### src/nmcrc_pkg.sv
// Package with constants and carrier types for the message parity unit.
package nmcrc_pkg;
   localparam int unsigned NMCRC_PAR_W = 24;
   localparam int unsigned NMCRC_INFO_BITS = 276;
   localparam logic [23:0] NMCRC_POLY = 24'h864CFB;
   localparam logic [23:0] NMCRC_SEED = 24'h000000;
   localparam int unsigned NMCRC_CNT_W = 9;

   typedef enum logic [1:0] {
      NMCRC_IDLE,
      NMCRC_INFO,
      NMCRC_PAR
   } nmcrc_state_e;

   typedef struct packed {
      logic valid;
      logic data;
      logic first;
      logic last;
   } nmcrc_bit_s;
endpackage

### src/nmcrc_gen.sv
// Parity generator that appends 24 CRC bits to each navigation message.
// Notes on behaviour
// - Emit 24 parity bits per 276-bit message.
// - Zero seed at message start, forward order.
// - Divisor polynomial taps 0,1,3,4,5,6,7,10,11,14,17,18,23,24.
// - First information bit is highest power.
// - Parity is remainder of m(X)X^24 by g(X).
// - Parity bit i is remainder power 24-i.
// - Code catches every single flipped bit.
// - Code catches every double flipped bit.
// - Code catches every odd error count.
// - Code catches every burst up to 24 bits.
module nmcrc_gen
   import nmcrc_pkg::*;
#(
   parameter int unsigned INFO_BITS = NMCRC_INFO_BITS,
   parameter int unsigned PAR_W = NMCRC_PAR_W
) (
   input wire logic clock,
   input wire logic srst,
   input wire logic in_valid,
   input wire logic in_data,
   output logic in_ready,
   output logic out_valid,
   output logic out_data,
   output logic out_parity,
   output logic out_last,
   output logic busy,
   output logic in_error
);
   initial begin
      if (INFO_BITS < 1 || INFO_BITS >= (1 << NMCRC_CNT_W)) begin
         $error("nmcrc_gen: INFO_BITS out of counter range");
      end
      if (PAR_W != NMCRC_PAR_W) begin
         $error("nmcrc_gen: PAR_W must match the polynomial width");
      end
   end

   localparam logic [NMCRC_CNT_W-1:0] LAST_INFO =
      NMCRC_CNT_W'(INFO_BITS - 1);
   localparam logic [NMCRC_CNT_W-1:0] LAST_PAR = NMCRC_CNT_W'(PAR_W - 1);

   nmcrc_state_e state_q;
   nmcrc_state_e state_d;
   logic [NMCRC_CNT_W-1:0] cnt_q;
   logic [NMCRC_CNT_W-1:0] cnt_d;
   nmcrc_bit_s out_q;
   nmcrc_bit_s out_d;
   logic par_q;
   logic err_q;
   logic [PAR_W-1:0] rem;

   wire logic take = in_valid && in_ready;
   wire logic in_idle = (state_q == NMCRC_IDLE);
   wire logic in_info = (state_q == NMCRC_INFO);
   wire logic in_par = (state_q == NMCRC_PAR);
   wire logic info_done = in_info && (cnt_q == LAST_INFO);
   wire logic par_done = in_par && (cnt_q == LAST_PAR);
   // Input is held off during parity so no information bit can slip in.
   assign in_ready = !in_par;

   nmcrc_lfsr #(
      .WIDTH(PAR_W),
      .POLY(NMCRC_POLY[PAR_W-1:0])
   ) u_lfsr (
      .clock(clock),
      .srst(srst),
      .clear(in_idle),
      .step(take),
      .din(in_data),
      .shift_out(in_par),
      .rem(rem)
   );

   always_comb begin
      state_d = state_q;
      cnt_d = cnt_q;
      unique case (state_q)
         NMCRC_IDLE: begin
            if (take) begin
               state_d = (INFO_BITS == 1) ? NMCRC_PAR : NMCRC_INFO;
               cnt_d = (INFO_BITS == 1) ? '0 : NMCRC_CNT_W'(1);
            end
         end
         NMCRC_INFO: begin
            if (take) begin
               if (info_done) begin
                  state_d = NMCRC_PAR;
                  cnt_d = '0;
               end else begin
                  cnt_d = cnt_q + NMCRC_CNT_W'(1);
               end
            end
         end
         NMCRC_PAR: begin
            if (par_done) begin
               state_d = NMCRC_IDLE;
               cnt_d = '0;
            end else begin
               cnt_d = cnt_q + NMCRC_CNT_W'(1);
            end
         end
      endcase
   end

   // Parity leaves the top of the remainder first, power 23 down to 0.
   always_comb begin
      out_d = '0;
      if (in_par) begin
         out_d.valid = 1'b1;
         out_d.data = rem[PAR_W-1];
         out_d.last = par_done;
      end else if (take) begin
         out_d.valid = 1'b1;
         out_d.data = in_data;
         out_d.first = in_idle;
      end
   end

   always_ff @(posedge clock) begin
      if (srst) begin
         state_q <= NMCRC_IDLE;
         cnt_q <= '0;
         out_q <= '0;
         par_q <= 1'b0;
         err_q <= 1'b0;
      end else begin
         state_q <= state_d;
         cnt_q <= cnt_d;
         out_q <= out_d;
         par_q <= in_par;
         err_q <= in_valid && in_par;
      end
   end

   assign out_valid = out_q.valid;
   assign out_data = out_q.data;
   assign out_parity = par_q;
   assign out_last = out_q.last;
   assign busy = !in_idle;
   assign in_error = err_q;
endmodule

### src/nmcrc_lfsr.sv
// One-bit-per-cycle CRC remainder register for the message parity unit.
module nmcrc_lfsr
   import nmcrc_pkg::*;
#(
   parameter int unsigned WIDTH = NMCRC_PAR_W,
   parameter logic [WIDTH-1:0] POLY = NMCRC_POLY
) (
   input wire logic clock,
   input wire logic srst,
   input wire logic clear,
   input wire logic step,
   input wire logic din,
   input wire logic shift_out,
   output logic [WIDTH-1:0] rem
);
   initial begin
      if (WIDTH < 2 || WIDTH > NMCRC_PAR_W) begin
         $error("nmcrc_lfsr: WIDTH must lie between 2 and the seed width");
      end
   end

   logic [WIDTH-1:0] rem_q;
   logic [WIDTH-1:0] rem_d;
   wire logic fb = rem_q[WIDTH-1] ^ din;
   wire logic [WIDTH-1:0] rem_div = {rem_q[WIDTH-2:0], 1'b0} ^
      (fb ? POLY : '0);
   wire logic [WIDTH-1:0] rem_sh = {rem_q[WIDTH-2:0], 1'b0};

   // Clear with step loads the seed and absorbs the first bit in one cycle.
   assign rem_d = shift_out ? rem_sh :
      (clear ? (step ? ({WIDTH{din}} & POLY) : NMCRC_SEED[WIDTH-1:0]) :
      (step ? rem_div : rem_q));

   always_ff @(posedge clock) begin
      if (srst) begin
         rem_q <= NMCRC_SEED[WIDTH-1:0];
      end else begin
         rem_q <= rem_d;
      end
   end

   assign rem = rem_q;
endmodule

### config.mk
export PLATFORM = sky130hd
export DESIGN_NAME = nmcrc_gen
export DESIGN_NICKNAME = d
export VERILOG_FILES = /design/src/nmcrc_pkg.sv /design/src/nmcrc_gen.sv /design/src/nmcrc_lfsr.sv
export SDC_FILE = /design/constraint.sdc
export NUM_CORES = 1
export LEC_CHECK = 0
export ABC_AREA = 0
export BUFFER_PORTS_ARGS = -buffer_cell sky130_fd_sc_hd__buf_2
export CORE_MARGIN = 2
export CORE_UTILIZATION = 50
export CTS_BUF_LIST = sky130_fd_sc_hd__clkbuf_2
export DETAILED_ROUTE_END_ITERATION = 7
export PLACE_DENSITY = 0.64
export SLEW_MARGIN = 20
export SYNTH_ARGS = -nofsm -noshare
export SYNTH_HDL_FRONTEND = slang
export SYNTH_SLANG_ARGS = --single-unit
### constraint.sdc
create_clock -name clock -period 2.4 [get_ports clock]
set_input_delay 0.48 -clock clock [delete_from_list [all_inputs] [get_ports clock]]
set_output_delay 0.48 -clock clock [all_outputs]
set_load 0.05 [all_outputs]
* After elaboration in Yosys (flattened, before gate mapping)
Index checks and enable logic that the tools add are counted.
** Cells by class
- Add/subtract/negate cells :: 1
- Equality and inequality tests :: 8
- Multiplexer cells :: 17
- Bitwise gates (word level) :: 3
- Reductions and logical operators :: 13
** Operators with widths (number)
- $mux W24 :: 5
- $mux W9 :: 4
- $pmux W9 S3 :: 1
- $xor A24 B24 Y24 :: 1
- $mux W2 :: 5
- $add A9 B1 Y9 const B :: 1
- $eq A9 B5 Y1 const B :: 1
- $eq A9 B9 Y1 const B :: 1
- $ne A2 B1 Y1 const B :: 4
- $pmux W2 S3 :: 1
- $logic_and A1 B1 Y1 :: 4
- $reduce_and A4 Y1 :: 1
- $reduce_or A2 Y1 :: 2
- $mux W3 :: 1
- $reduce_bool A3 Y1 :: 1
- $eq A2 B1 Y1 const B :: 1
- $eq A2 B2 Y1 const B :: 1
- $logic_not A1 Y1 :: 2
- $logic_not A2 Y1 :: 1
- $reduce_and A2 Y1 :: 1
- $reduce_bool A2 Y1 :: 1
- $not A1 Y1 :: 1
- $xor A1 B1 Y1 :: 1
** Word-level totals
- Flip-flop bits (word level) :: 40
- Input bits :: 4
- Logic and storage cells :: 51

* Logic depth before layout (Yosys ltp)
Gate-level depths: netlist (run 1).
- Word-level depth :: 6
- Depth in mapped cells :: 9
- Mapped depth without buffers :: 7

* Hierarchy
From an unflattened synthesis (run 1), not the netlist that was laid out.
** Second synthesis, totals
- Cells, all modules :: 242
- Area, all modules :: 2168.3 um^2
** By module, submodules not included
- nmcrc_lfsr :: times used 1, cells each 156, area an instance 1365.1 um^2, sequential area each 480.5 um^2
- nmcrc_gen :: times used 1, cells each 86, area an instance 803.3 um^2, sequential area each 320.3 um^2

* Worst setup path after synthesis (run 1)
OpenSTA, ideal clock, no wires.
- Path type :: flip-flop to flip-flop
- Start point :: register state_q[0]
- End point :: register cnt_q[2]
- Setup time :: 0.091 ns
- Arrival :: 1.992 ns
- Slack :: 0.317 ns
- Stages on the path, launching flop included :: 9
- Buffers on the path :: 2
- Cells stage by stage :: dfxtp_1 -> inv_1 -> ha_1 -> buf_2 -> inv_1 -> a22oi_1 -> buf_2 -> o31a_2 -> a311oi_1
** Between the ends
- Word-level cells in the longest chain between the ends :: 5
- Elaborated cells on any way between the ends :: 14
- Those cells by class :: eq/ne (4); mux (4); reduce/logical (6)
** Ends and longest elaborated chain
- start: declaration :: line nmcrc_gen.sv:44 : nmcrc_state_e state_q;
- start signal: assignment :: line nmcrc_gen.sv:129 : state_q <= state_d;
- $eq A2 B1 Y1 or $eq A2 B2 Y1 (tied branches) :: line nmcrc_gen.sv:56, nmcrc_gen.sv:79, nmcrc_gen.sv:57
- $logic_and A1 B1 Y1 or $logic_not A1 Y1 (tied branches) :: line nmcrc_gen.sv:58, nmcrc_gen.sv:61
- $mux W9 or $logic_and A1 B1 Y1 (tied branches) :: line nmcrc_gen.sv:88, nmcrc_gen.sv:54
- $mux W9 or $ne A2 B1 Y1 (tied branches)
- $pmux W9 S3 or $reduce_and A2 Y1 (tied branches)
- end signal: assignment :: line nmcrc_gen.sv:130 : cnt_q <= cnt_d;
- end: declaration :: line nmcrc_gen.sv:46 : logic [NMCRC_CNT_W-1:0] cnt_q;
Parallel ways exist; a longest one is shown, timed or not. The select of a mux whose other input is x is not followed.
A chain may end at the register's enable or synchronous reset.

* Worst setup path in the final report (run 1)
- Start point :: register state_q[0]
- End point :: register cnt_q[5]
** Between the ends
- Word-level cells in the longest chain between the ends :: 5
- Elaborated cells on any way between the ends :: 14
- Those cells by class :: eq/ne (4); mux (4); reduce/logical (6)
** Ends and longest elaborated chain
- $eq A2 B2 Y1 (*) :: line nmcrc_gen.sv:57 : wire logic in_par = (state_q == NMCRC_PAR);
- via in_par :: line nmcrc_gen.sv:57
- $logic_not A1 Y1 :: line nmcrc_gen.sv:61 : assign in_ready = !in_par;
- $logic_and A1 B1 Y1 :: line nmcrc_gen.sv:54 : wire logic take = in_valid && in_ready;
- $ne A2 B1 Y1 (no source line)
- $reduce_and A2 Y1 (no source line)
Mark *: on every way through the listed nets, which the timed path passes. The rest lies on a longest branch. The select of a mux whose other input is x is not followed.

==> results.toml, run 1 <==
[run_status]
status = "completed"

[logic_synthesis]
synth_seq_cells = 40
synthArstFlopShare_pct = 0
synth_top_area_share_pct = 41.75
synth_compound_area_share_pct = 24.72
synth_top_family_by_area = "compound AO/OA/AOI/OAI gates"
synth_fa_ha_area_share_pct = 2.609
synthFlopType = "dfxtp_1"
yosys.area_share.simple_pct = 23.22
muxShareOfSynthArea_pct = 1.566
synth_edf_count = 0
synth_fp_nets = 239
synth_cells = 231
synth_xor_area_share_pct = 0
synth_top_cell_by_area = "dfxtp_1"
yosys_warnings = 0
yosysSeqAreaShare_pct = 41.75
ys_top_cells_by_count = "dfxtp_1 (40), nor2_1 (32), a22oi_1 (25)"
synth.area.top_cells = "dfxtp_1 (42%), a22oi_1 (9.8%), nor2_1 (6.3%)"
postSynthAreaPerCell_um2 = 8.303
ys_types = 40
syn_area_um2 = 1918
yosysMostFrequentCell = "dfxtp_1"

[critical_path]
path_class = "flop to flop"
crit_arrival_ns = 2.46
crit_path_max_fanout = 12
endpoint_kind = "flop"
required_ns = 2.74
startpoint_type = "flop"
rr_worst_depth = 7

[routing]
vias_per_cell = 6.053
first_iter_violations = 170
vias = 1713
first_pass_iters = 4
wl_per_cell_um = 14.73
finalWirelength_um = 4170
ant_nets = 0
drc = 0

[global_route]
track_usage_pct = 22.20
grt_pass1_vias = 1658
grt_max_degree = 41
antenna_found_initial = 0
grt_pass1_wl_um = 7431
grt_overflow = 0

[run]
max-cap-violations = 0

[timing]
skew_ns = 0.01178
whs_ns = 0.3911
final-hold-violation-count = 0
grt_setup_unrepaired = "false"
setup_viol_count_final = 0
worstMarginPinSlew_ns = 0.7278
final.period_utilization_pct = 88.12
post-route-min-period_ns = 2.115
fmax_mhz = 472.8
slew_headroom_pct = 51.48
setup_tns_ns = 0
slew_viol_final = 0

[power]
power_density_nw_per_um2 = 630.2
swShare_pct = 33.03
p_seq_share_pct = 57.2
internal_power_w = 0.0008592
p_leak_nw = 0.7530
p_clk_share_pct = 23.2
p_switching_w = 0.0004237
vdd_ir_drop_max_v = 0.0002895
p_comb_share_pct = 19.6

[cts]
clock_sinks = 40
cts_tree = "yes"
cts_setup_buffers = 0
cts_max_path_buffers = 2
cts-htree-levels = 2
cts_buffers = 5
clk_pin_slew_ns = 0.20
root_buffer = "clkbuf_2"
cts-hold-fix-buffers = 0
clkLatencyLatePin_ns = 0.41

[placed_design]
gp_congestion = 0.8464
portBuffers = 10
hpwl_um = 2729

[final_layout]
drive_above_1_share_pct = 13.62
multi_input_area_um2 = 1002
num-nets-final = 242
seq_area_um2 = 800.8
antenna_cells = 0
fillers = 356
syn2layout_area_growth_pct = 6.132

[floorplan]
fp.coreArea_um2 = 3661
fp.dieH_um = 65.94
io_pins = 11
die-width_um = 65.94
die_area_um2 = 4347
num_rows = 22
start_util_pct = 52.39

[min_path]
hold_class = "input pin to flop"
worstHoldPathCells = 2
power by group through the flow:
| stage | Combinational [W] | Sequential [W] | Clock (W) |
|---|---|---|---|
| after floorplan | 0.000194 | 0.000740 | 0 |
| after global placement | 0.000242 | 0.000743 | 0 |
| after detailed placement | 0.000250 | 0.000746 | 0 |
| after CTS | 0.000251 | 0.000733 | 0.000307 |
| after global routing | 0.000287 | 0.000740 | 0.000332 |
| final | 0.000251 | 0.000734 | 0.000298 |
sequential cells by signal (all words and copies together), names as in the netlist:
signal      flops
out_last        1
out_data        1
u_lfsr.rem     24
cnt_q           9
state_q         2
out_parity      1
out_valid       1
in_error        1
layout make-up:
class / instances / share of cell area (%)
Multi-Input combinational cell: 162 / 49.23
Sequential cell: 40 / 39.34
Timing Repair Buffer: 16 / 4.671
Tap cell: 48 / 2.950
Inverter: 9 / 1.659
Clock buffer: 5 / 1.229
Clock inverter: 3 / 0.9219
metal layers:
metal | GRT usage, % | vias up | wire (µm)
li1 | - | 861 | -
met3 | 4.429 | 4 | 247
met2 | 36.49 | 42 | 1905
met5 | 0 | - | 0
met1 | 28.16 | 806 | 1971
met4 | 9.694 | 0 | 46
cell usage in the layout (no fill, tap or decap), types with 2 or more instances in the layout:
cell	count
a22o_1	2
clkinvlp_4	2
nand3_1	5
o31ai_1	2
clkbuf_2	5
nand2_1	11
or4_1	7
buf_4	6
ha_1	3
inv_1	8
buf_2	10
a22oi_1	25
a31oi_1	5
nor4_1	2
mux2i_1	3
or3b_2	2
dfxtp_1	40
a211oi_1	3
and2_1	4
nor2_1	32
nand4_1	5
a21oi_1	8
o21ai_0	12
nor3_1	15
critical path, cell delays in order (launching register included):
cell	delay [ns]
dfxtp_1	0.38
inv_1	0.08
ha_2	0.32
inv_2	0.14
a41oi_2	0.27
o211ai_4	0.16
or4_1	0.53
a31oi_1	0.18
kinds of logic after synthesis:
| logic type | Yosys count |
|---|---|
| buf+inv | 29 |
| fa+ha+maj | 4 |
| flops | 40 |
| compound gates | 66 |
| simple gates | 89 |
| mux | 3 |
through the flow:
stage	cells	util (%)	worst slack, ns	instance area, µm²	total power (W)
finish	283	55.60	0.2850	2036	0.001283
global route	283	55.60	0.09165	2036	0.001360
CTS	283	55.54	0.1107	2033	0.001292
detailed placement	275	54.34	0.1825	1989	0.0009958
global placement	275	54.34	0.3250	1989	0.0009848
floorplan	231	-	0.3173	1918	0.0009338
repair_timing:
action                                 CTS  global route
resized for setup                        0             2
endpoints found under the hold margin    0             0
setup endpoints to repair                0             8
worst paths after layout:
| kind | end | slack [ns] | startpoint |
|---|---|---|---|
| worst max-delay path | cnt_q[5] | 0.29 | state_q[0] |
| worst min-delay path | in_error | 0.39 | in_valid |
| worst max register to register | cnt_q[5] | 0.29 | state_q[0] |
| worst min register to register | cnt_q[1] | 0.50 | cnt_q[1] |
No activity file was read; power rests on OpenSTA's default activity.
==> run 2, diff against run 1 <==
- MAX_ROUTING_LAYER: not set -> met4
==> run 2 against run 1 <==
Net effect: clock skew increased by 0.0022 ns; fmax down 2.8%; via count rose by 0.12%; sequential power is essentially flat; critical path type unchanged; highest routed layer unchanged.
==> results.toml, run 2 (synthesis results as in run 1) <==
[routing]
drc = 0
finalWirelength_um = 4209
ant_nets = 0
wl_per_cell_um = 14.98
first_iter_violations = 193
vias_per_cell = 6.103
first_pass_iters = 4
vias = 1715

[critical_path]
startpoint_type = "flop"
required_ns = 2.72
crit_arrival_ns = 2.50
crit_path_max_fanout = 12
path_class = "flop to flop"
endpoint_kind = "flop"

[placed_design]
portBuffers = 10
placed_cells = 274
hpwl_um = 2780
gp_congestion = 0.8634

[run_status]
status = "completed"

[cts]
cts_max_path_buffers = 2
cts-hold-fix-buffers = 0
cts_tree = "yes"
clk_pin_slew_ns = 0.21
root_buffer = "clkbuf_2"
clkLatencyLatePin_ns = 0.40
cts-htree-levels = 2
clock_sinks = 40
cts_buffers = 5

[final_layout]
drive_above_1_share_pct = 13.73
largest_register_ffs = 24
syn2layout_area_growth_pct = 5.675
final_cells = 281
final_cell_mix = "dfxtp_1 (40), nor2_1 (32), a22oi_1 (25)"
num-nets-final = 241
antenna_cells = 0
mostFrequentLayoutCell = "dfxtp_1"

[power]
p_seq_share_pct = 57.8
vdd_ir_drop_max_v = 0.0003049
p_switching_w = 0.0004135
swShare_pct = 32.63
p_clk_share_pct = 22.7
p_comb_share_pct = 19.5
p_leak_nw = 0.7500
internal_power_w = 0.0008540
power_density_nw_per_um2 = 625.3

[timing]
final-hold-violation-count = 0
worstMarginPinSlew_ns = 0.7255
slew_viol_final = 0
slew_headroom_pct = 51.37
skew_ns = 0.01397
grt_setup_unrepaired = "false"
final.period_utilization_pct = 90.66
setup_viol_count_final = 0
fmax_mhz = 459.6
setup_tns_ns = 0
post-route-min-period_ns = 2.176

[floorplan]
die_area_um2 = 4347
fp.dieH_um = 65.94
num_rows = 22
die-width_um = 65.94
fp.coreArea_um2 = 3661
io_pins = 11
start_util_pct = 52.39

[global_route]
grt_max_degree = 41
grt_pass1_vias = 1642
grt_pass1_wl_um = 7493
track_usage_pct = 22.85
antenna_found_initial = 0
grt_overflow = 0

[min_path]
hold_class = "input pin to flop"

[run]
max-cap-violations = 0
-- run 2: metrics by stage --
stage	hold WS, ns	utilization [%]	setup slack [ns]	power [W]	area [µm²]
after floorplan	0.4536	-	0.3173	0.0009338	1918
after global placement	0.4689	54.14	0.2446	0.0009841	1982
after detailed placement	0.4797	54.14	0.1551	0.0009899	1982
after CTS	0.3710	55.16	0.09360	0.001272	2019
after global routing	0.3669	55.37	0.03602	0.001342	2027
final	0.3950	55.37	0.2243	0.001268	2027
-- run 2: worst max-delay path: stages (launching register included) --
cell and delay (ns):
dfxtp_1 0.38, inv_1 0.09, ha_2 0.33, inv_2 0.16, a41oi_2 0.28, o211ai_4 0.16
or4_1 0.53, a31oi_1 0.18
-- run 2: per-layer routing --
| metal | routed length (µm) | track usage (%) |
|---|---|---|
| met5 | 0 | - |
| met4 | 48 | 6.888 |
| met3 | 207 | 5.111 |
| met2 | 1901 | 35.98 |
| met1 | 2051 | 29.53 |
-- run 2: repair_timing --
| item | in CTS | in global routing |
|---|---|---|
| buffers inserted | 0 | 0 |
| setup endpoints to repair | 0 | 11 |
| gates resized for setup | 0 | 1 |
-- run 2: path summary, 6_finish.rpt --
kind	start	end	slack [ns]	depth (start not counted)
worst max-delay path	state_q[0]	cnt_q[5]	0.22	7
worst max register to register	state_q[0]	cnt_q[5]	0.22	7
worst min register to register	cnt_q[1]	cnt_q[1]	0.51	2
worst min-delay path	in_valid	in_error	0.40	2
-- run 2: power by group through the flow --
stage | combinational [W] | sequential (W) | clock (W)
final | 0.000247 | 0.000732 | 0.000288
after global routing | 0.000282 | 0.000739 | 0.000321
after CTS | 0.000246 | 0.000732 | 0.000294
after detailed placement | 0.000244 | 0.000746 | 0
after global placement | 0.000241 | 0.000743 | 0
after floorplan | 0.000194 | 0.000740 | 0
-- run 2: layout make-up --
type | count | area (µm²)
Clock inverter | 2 | 12.51
Clock buffer | 5 | 25.02
Multi-Input combinational cell | 162 | 1007
Tap cell | 48 | 60.06
Fill cell | 335 | 1634
Sequential cell | 40 | 800.8
Timing Repair Buffer | 15 | 87.58
Inverter | 9 | 33.78
==> run 3, diff against run 2 <==
- ABC_AREA: 0 -> 1
==> run 3 against run 2 <==
Net effect: hold slack got worse by 0.055 ns; sequential share of layout area is 1.2 points lower; critical endpoint is now in_ready; sequential power rose by 23%; via count rose by 3.7%; final area up 3.2%; setup slack got worse by 0.10 ns; clock skew is 0.010 ns lower; total power up 84%; clock-buffer cell count stayed put; routed wire length grew 2.9%; sequential cell count is the same; clock power is 42% higher.
==> results.toml, run 3 <==
[floorplan]
start_util_pct = 52.49
fp.coreArea_um2 = 3716
fp.dieH_um = 66.46
die-width_um = 66.46
io_pins = 11
num_rows = 22
die_area_um2 = 4417

[routing]
ant_nets = 0
vias_per_cell = 5.404
vias = 1778
finalWirelength_um = 4329
wl_per_cell_um = 13.16
first_pass_iters = 4
drc = 0
first_iter_violations = 115

[cts]
clk_pin_slew_ns = 0.21
cts_resized = 0
clock_sinks = 40
cts-hold-fix-buffers = 0
cts_max_path_buffers = 2
cts_buffers = 5
cts_tree = "yes"
cts-htree-levels = 2
root_buffer = "clkbuf_2"
clkLatencyLatePin_ns = 0.41
cts_setup_buffers = 0

[final_layout]
num-nets-final = 288
mostFrequentLayoutCell = "nand2_1"
antenna_cells = 0
final_cell_mix = "nand2_1 (59), nor2_1 (42), dfxtp_1 (40)"
drive_above_1_share_pct = 14.23
largest_register_ffs = 24
final_cells = 329
syn2layout_area_growth_pct = 7.248

[power]
p_switching_w = 0.001064
vdd_ir_drop_max_v = 0.0006462
power_density_nw_per_um2 = 1112
p_comb_share_pct = 43.7
p_seq_share_pct = 38.8
power_w = 0.002327
p_clk_share_pct = 17.5
p_leak_nw = 0.8328
swShare_pct = 45.71
internal_power_w = 0.001263

[logic_synthesis]
synth_cells = 268
ys_top_cells_by_count = "nand2_1 (59), nor2_1 (42), dfxtp_1 (40)"
synth_fp_nets = 276
syn_area_um2 = 1951
synthFlopType = "dfxtp_1"
synth_seq_cells = 40
synth_top_cell_by_area = "dfxtp_1"
yosysMostFrequentCell = "nand2_1"
synthArstFlopShare_pct = 0
synth_top_area_share_pct = 41.05
yosys_warnings = 0
postSynthAreaPerCell_um2 = 7.278
yosysSeqAreaShare_pct = 41.05
synth.area.top_cells = "dfxtp_1 (41%), nand2_1 (11%), nor2_1 (8.1%)"
ys_types = 29
synth_edf_count = 0

[timing]
setup_viol_count_final = 0
grt_setup_unrepaired = "false"
fmax_mhz = 438.7
final.period_utilization_pct = 94.97
final-hold-violation-count = 0
skew_ns = 0.003767
slew_headroom_pct = 69.08
setup_tns_ns = 0
slew_viol_final = 0
worstMarginPinSlew_ns = 0.4637
post-route-min-period_ns = 2.279

[global_route]
grt_pass1_vias = 1591
grt_overflow = 0
antenna_found_initial = 0
grt_max_degree = 21
grt_pass1_wl_um = 7645
track_usage_pct = 23.14

[placed_design]
hpwl_um = 2950
gp_congestion = 0.8761
placed_cells = 321
portBuffers = 10

[critical_path]
timing.rr.start = "state_q[0]"
r2r-end = "cnt_q[2]"
crit_arrival_ns = 1.80
path_class = "flop to output port"
rr_worst_depth = 9
endpoint_kind = "output port"
crit_path_max_fanout = 15
startpoint_type = "flop"
r2r_slack_ns = 0.56
crit_path_start = "state_q[0]"
cp-endpoint = "in_ready"
required_ns = 1.92

[run_status]
status = "completed"

[run]
max-cap-violations = 0

[min_path]
hold_class = "input pin to flop"
run 3: changes by cell type in the layout (fill, tap and decap cells not counted), sizes merged, moves of 14 or more:
cell   previous run  this run
nand2            11        65
nor3             15         0
inv               9        24
a21oi             8        31
nor2             32        46
a22oi            25        10
run 3: per-stage QoR:
step	worst slack, ns	hold slack (ns)	util (%)	cell area (µm²)
5_1_grt	0.002268	0.3332	56.30	2092
6_report	0.1207	0.3402	56.30	2092
3_5_place_dp	0.6145	0.4815	54.48	2024
4_1_cts	0.1247	0.3268	56.30	2092
2_1_floorplan	0.5695	0.4548	-	1951
3_3_place_gp	0.6434	0.4727	54.48	2024
run 3: layer usage:
layer / part of all wire [%] / vias up / track usage [%]
met5: 0 / - / -
met4: 1.4 / 0 / 8.418
met3: 4.9 / 9 / 4.054
met2: 43 / 37 / 32.13
met1: 51 / 807 / 33.54
li1: - / 925 / -
run 3: worst min path at each step:
stage / endpoint / depth (start not counted) / startpoint / slack, ns
after CTS: out_data / 3 / in_data / 0.33
after detailed placement: u_lfsr.rem[9] / 2 / u_lfsr.rem[8] / 0.48
after global placement: u_lfsr.rem[22] / 2 / u_lfsr.rem[21] / 0.47
final: out_data / 3 / in_data / 0.34
after floorplan: u_lfsr.rem[12] / 2 / u_lfsr.rem[11] / 0.45
after global routing: in_error / 3 / in_valid / 0.33
run 3: critical path, stage by stage (launching register included):
cell	delay [ns]
dfxtp_1	0.36
inv_1	0.09
ha_1	0.45
clkinv_4	0.22
buf_2	0.27
run 3: cells by family (layout without fill, tap and decap cells):
kind of cell / after synthesis / in the layout / synth area share (%)
XOR/XNOR: 1 / 1 / 0.4491
buffers and inverters: 34 / 47 / 8.338
AND/OR/NAND/NOR: 121 / 121 / 25.98
AO/OA/AOI/OAI: 68 / 68 / 21.62
flip-flops: 40 / 40 / 41.05
adder cells (fa/ha/maj): 4 / 4 / 2.566
run 3: final cells by class:
class	instances	area, µm²
repair buffers	12	65.06
well taps	48	60.06
clock buffers	5	25.02
fillers	368	1624
clock inverters	3	42.54
multi-input cells	194	987.2
inverters	27	111.4
flip-flops and latches	40	800.8
run 3: power groups by stage:
| stage | sequential (W) | combinational (W) | clock [W] |
|---|---|---|---|
| after floorplan | 0.000923 | 0.000795 | 0 |
| after global placement | 0.000915 | 0.00101 | 0 |
| after detailed placement | 0.000914 | 0.00101 | 0 |
| after CTS | 0.000901 | 0.00101 | 0.000421 |
| after global routing | 0.000920 | 0.00115 | 0.000449 |
| final | 0.000902 | 0.00102 | 0.000408 |
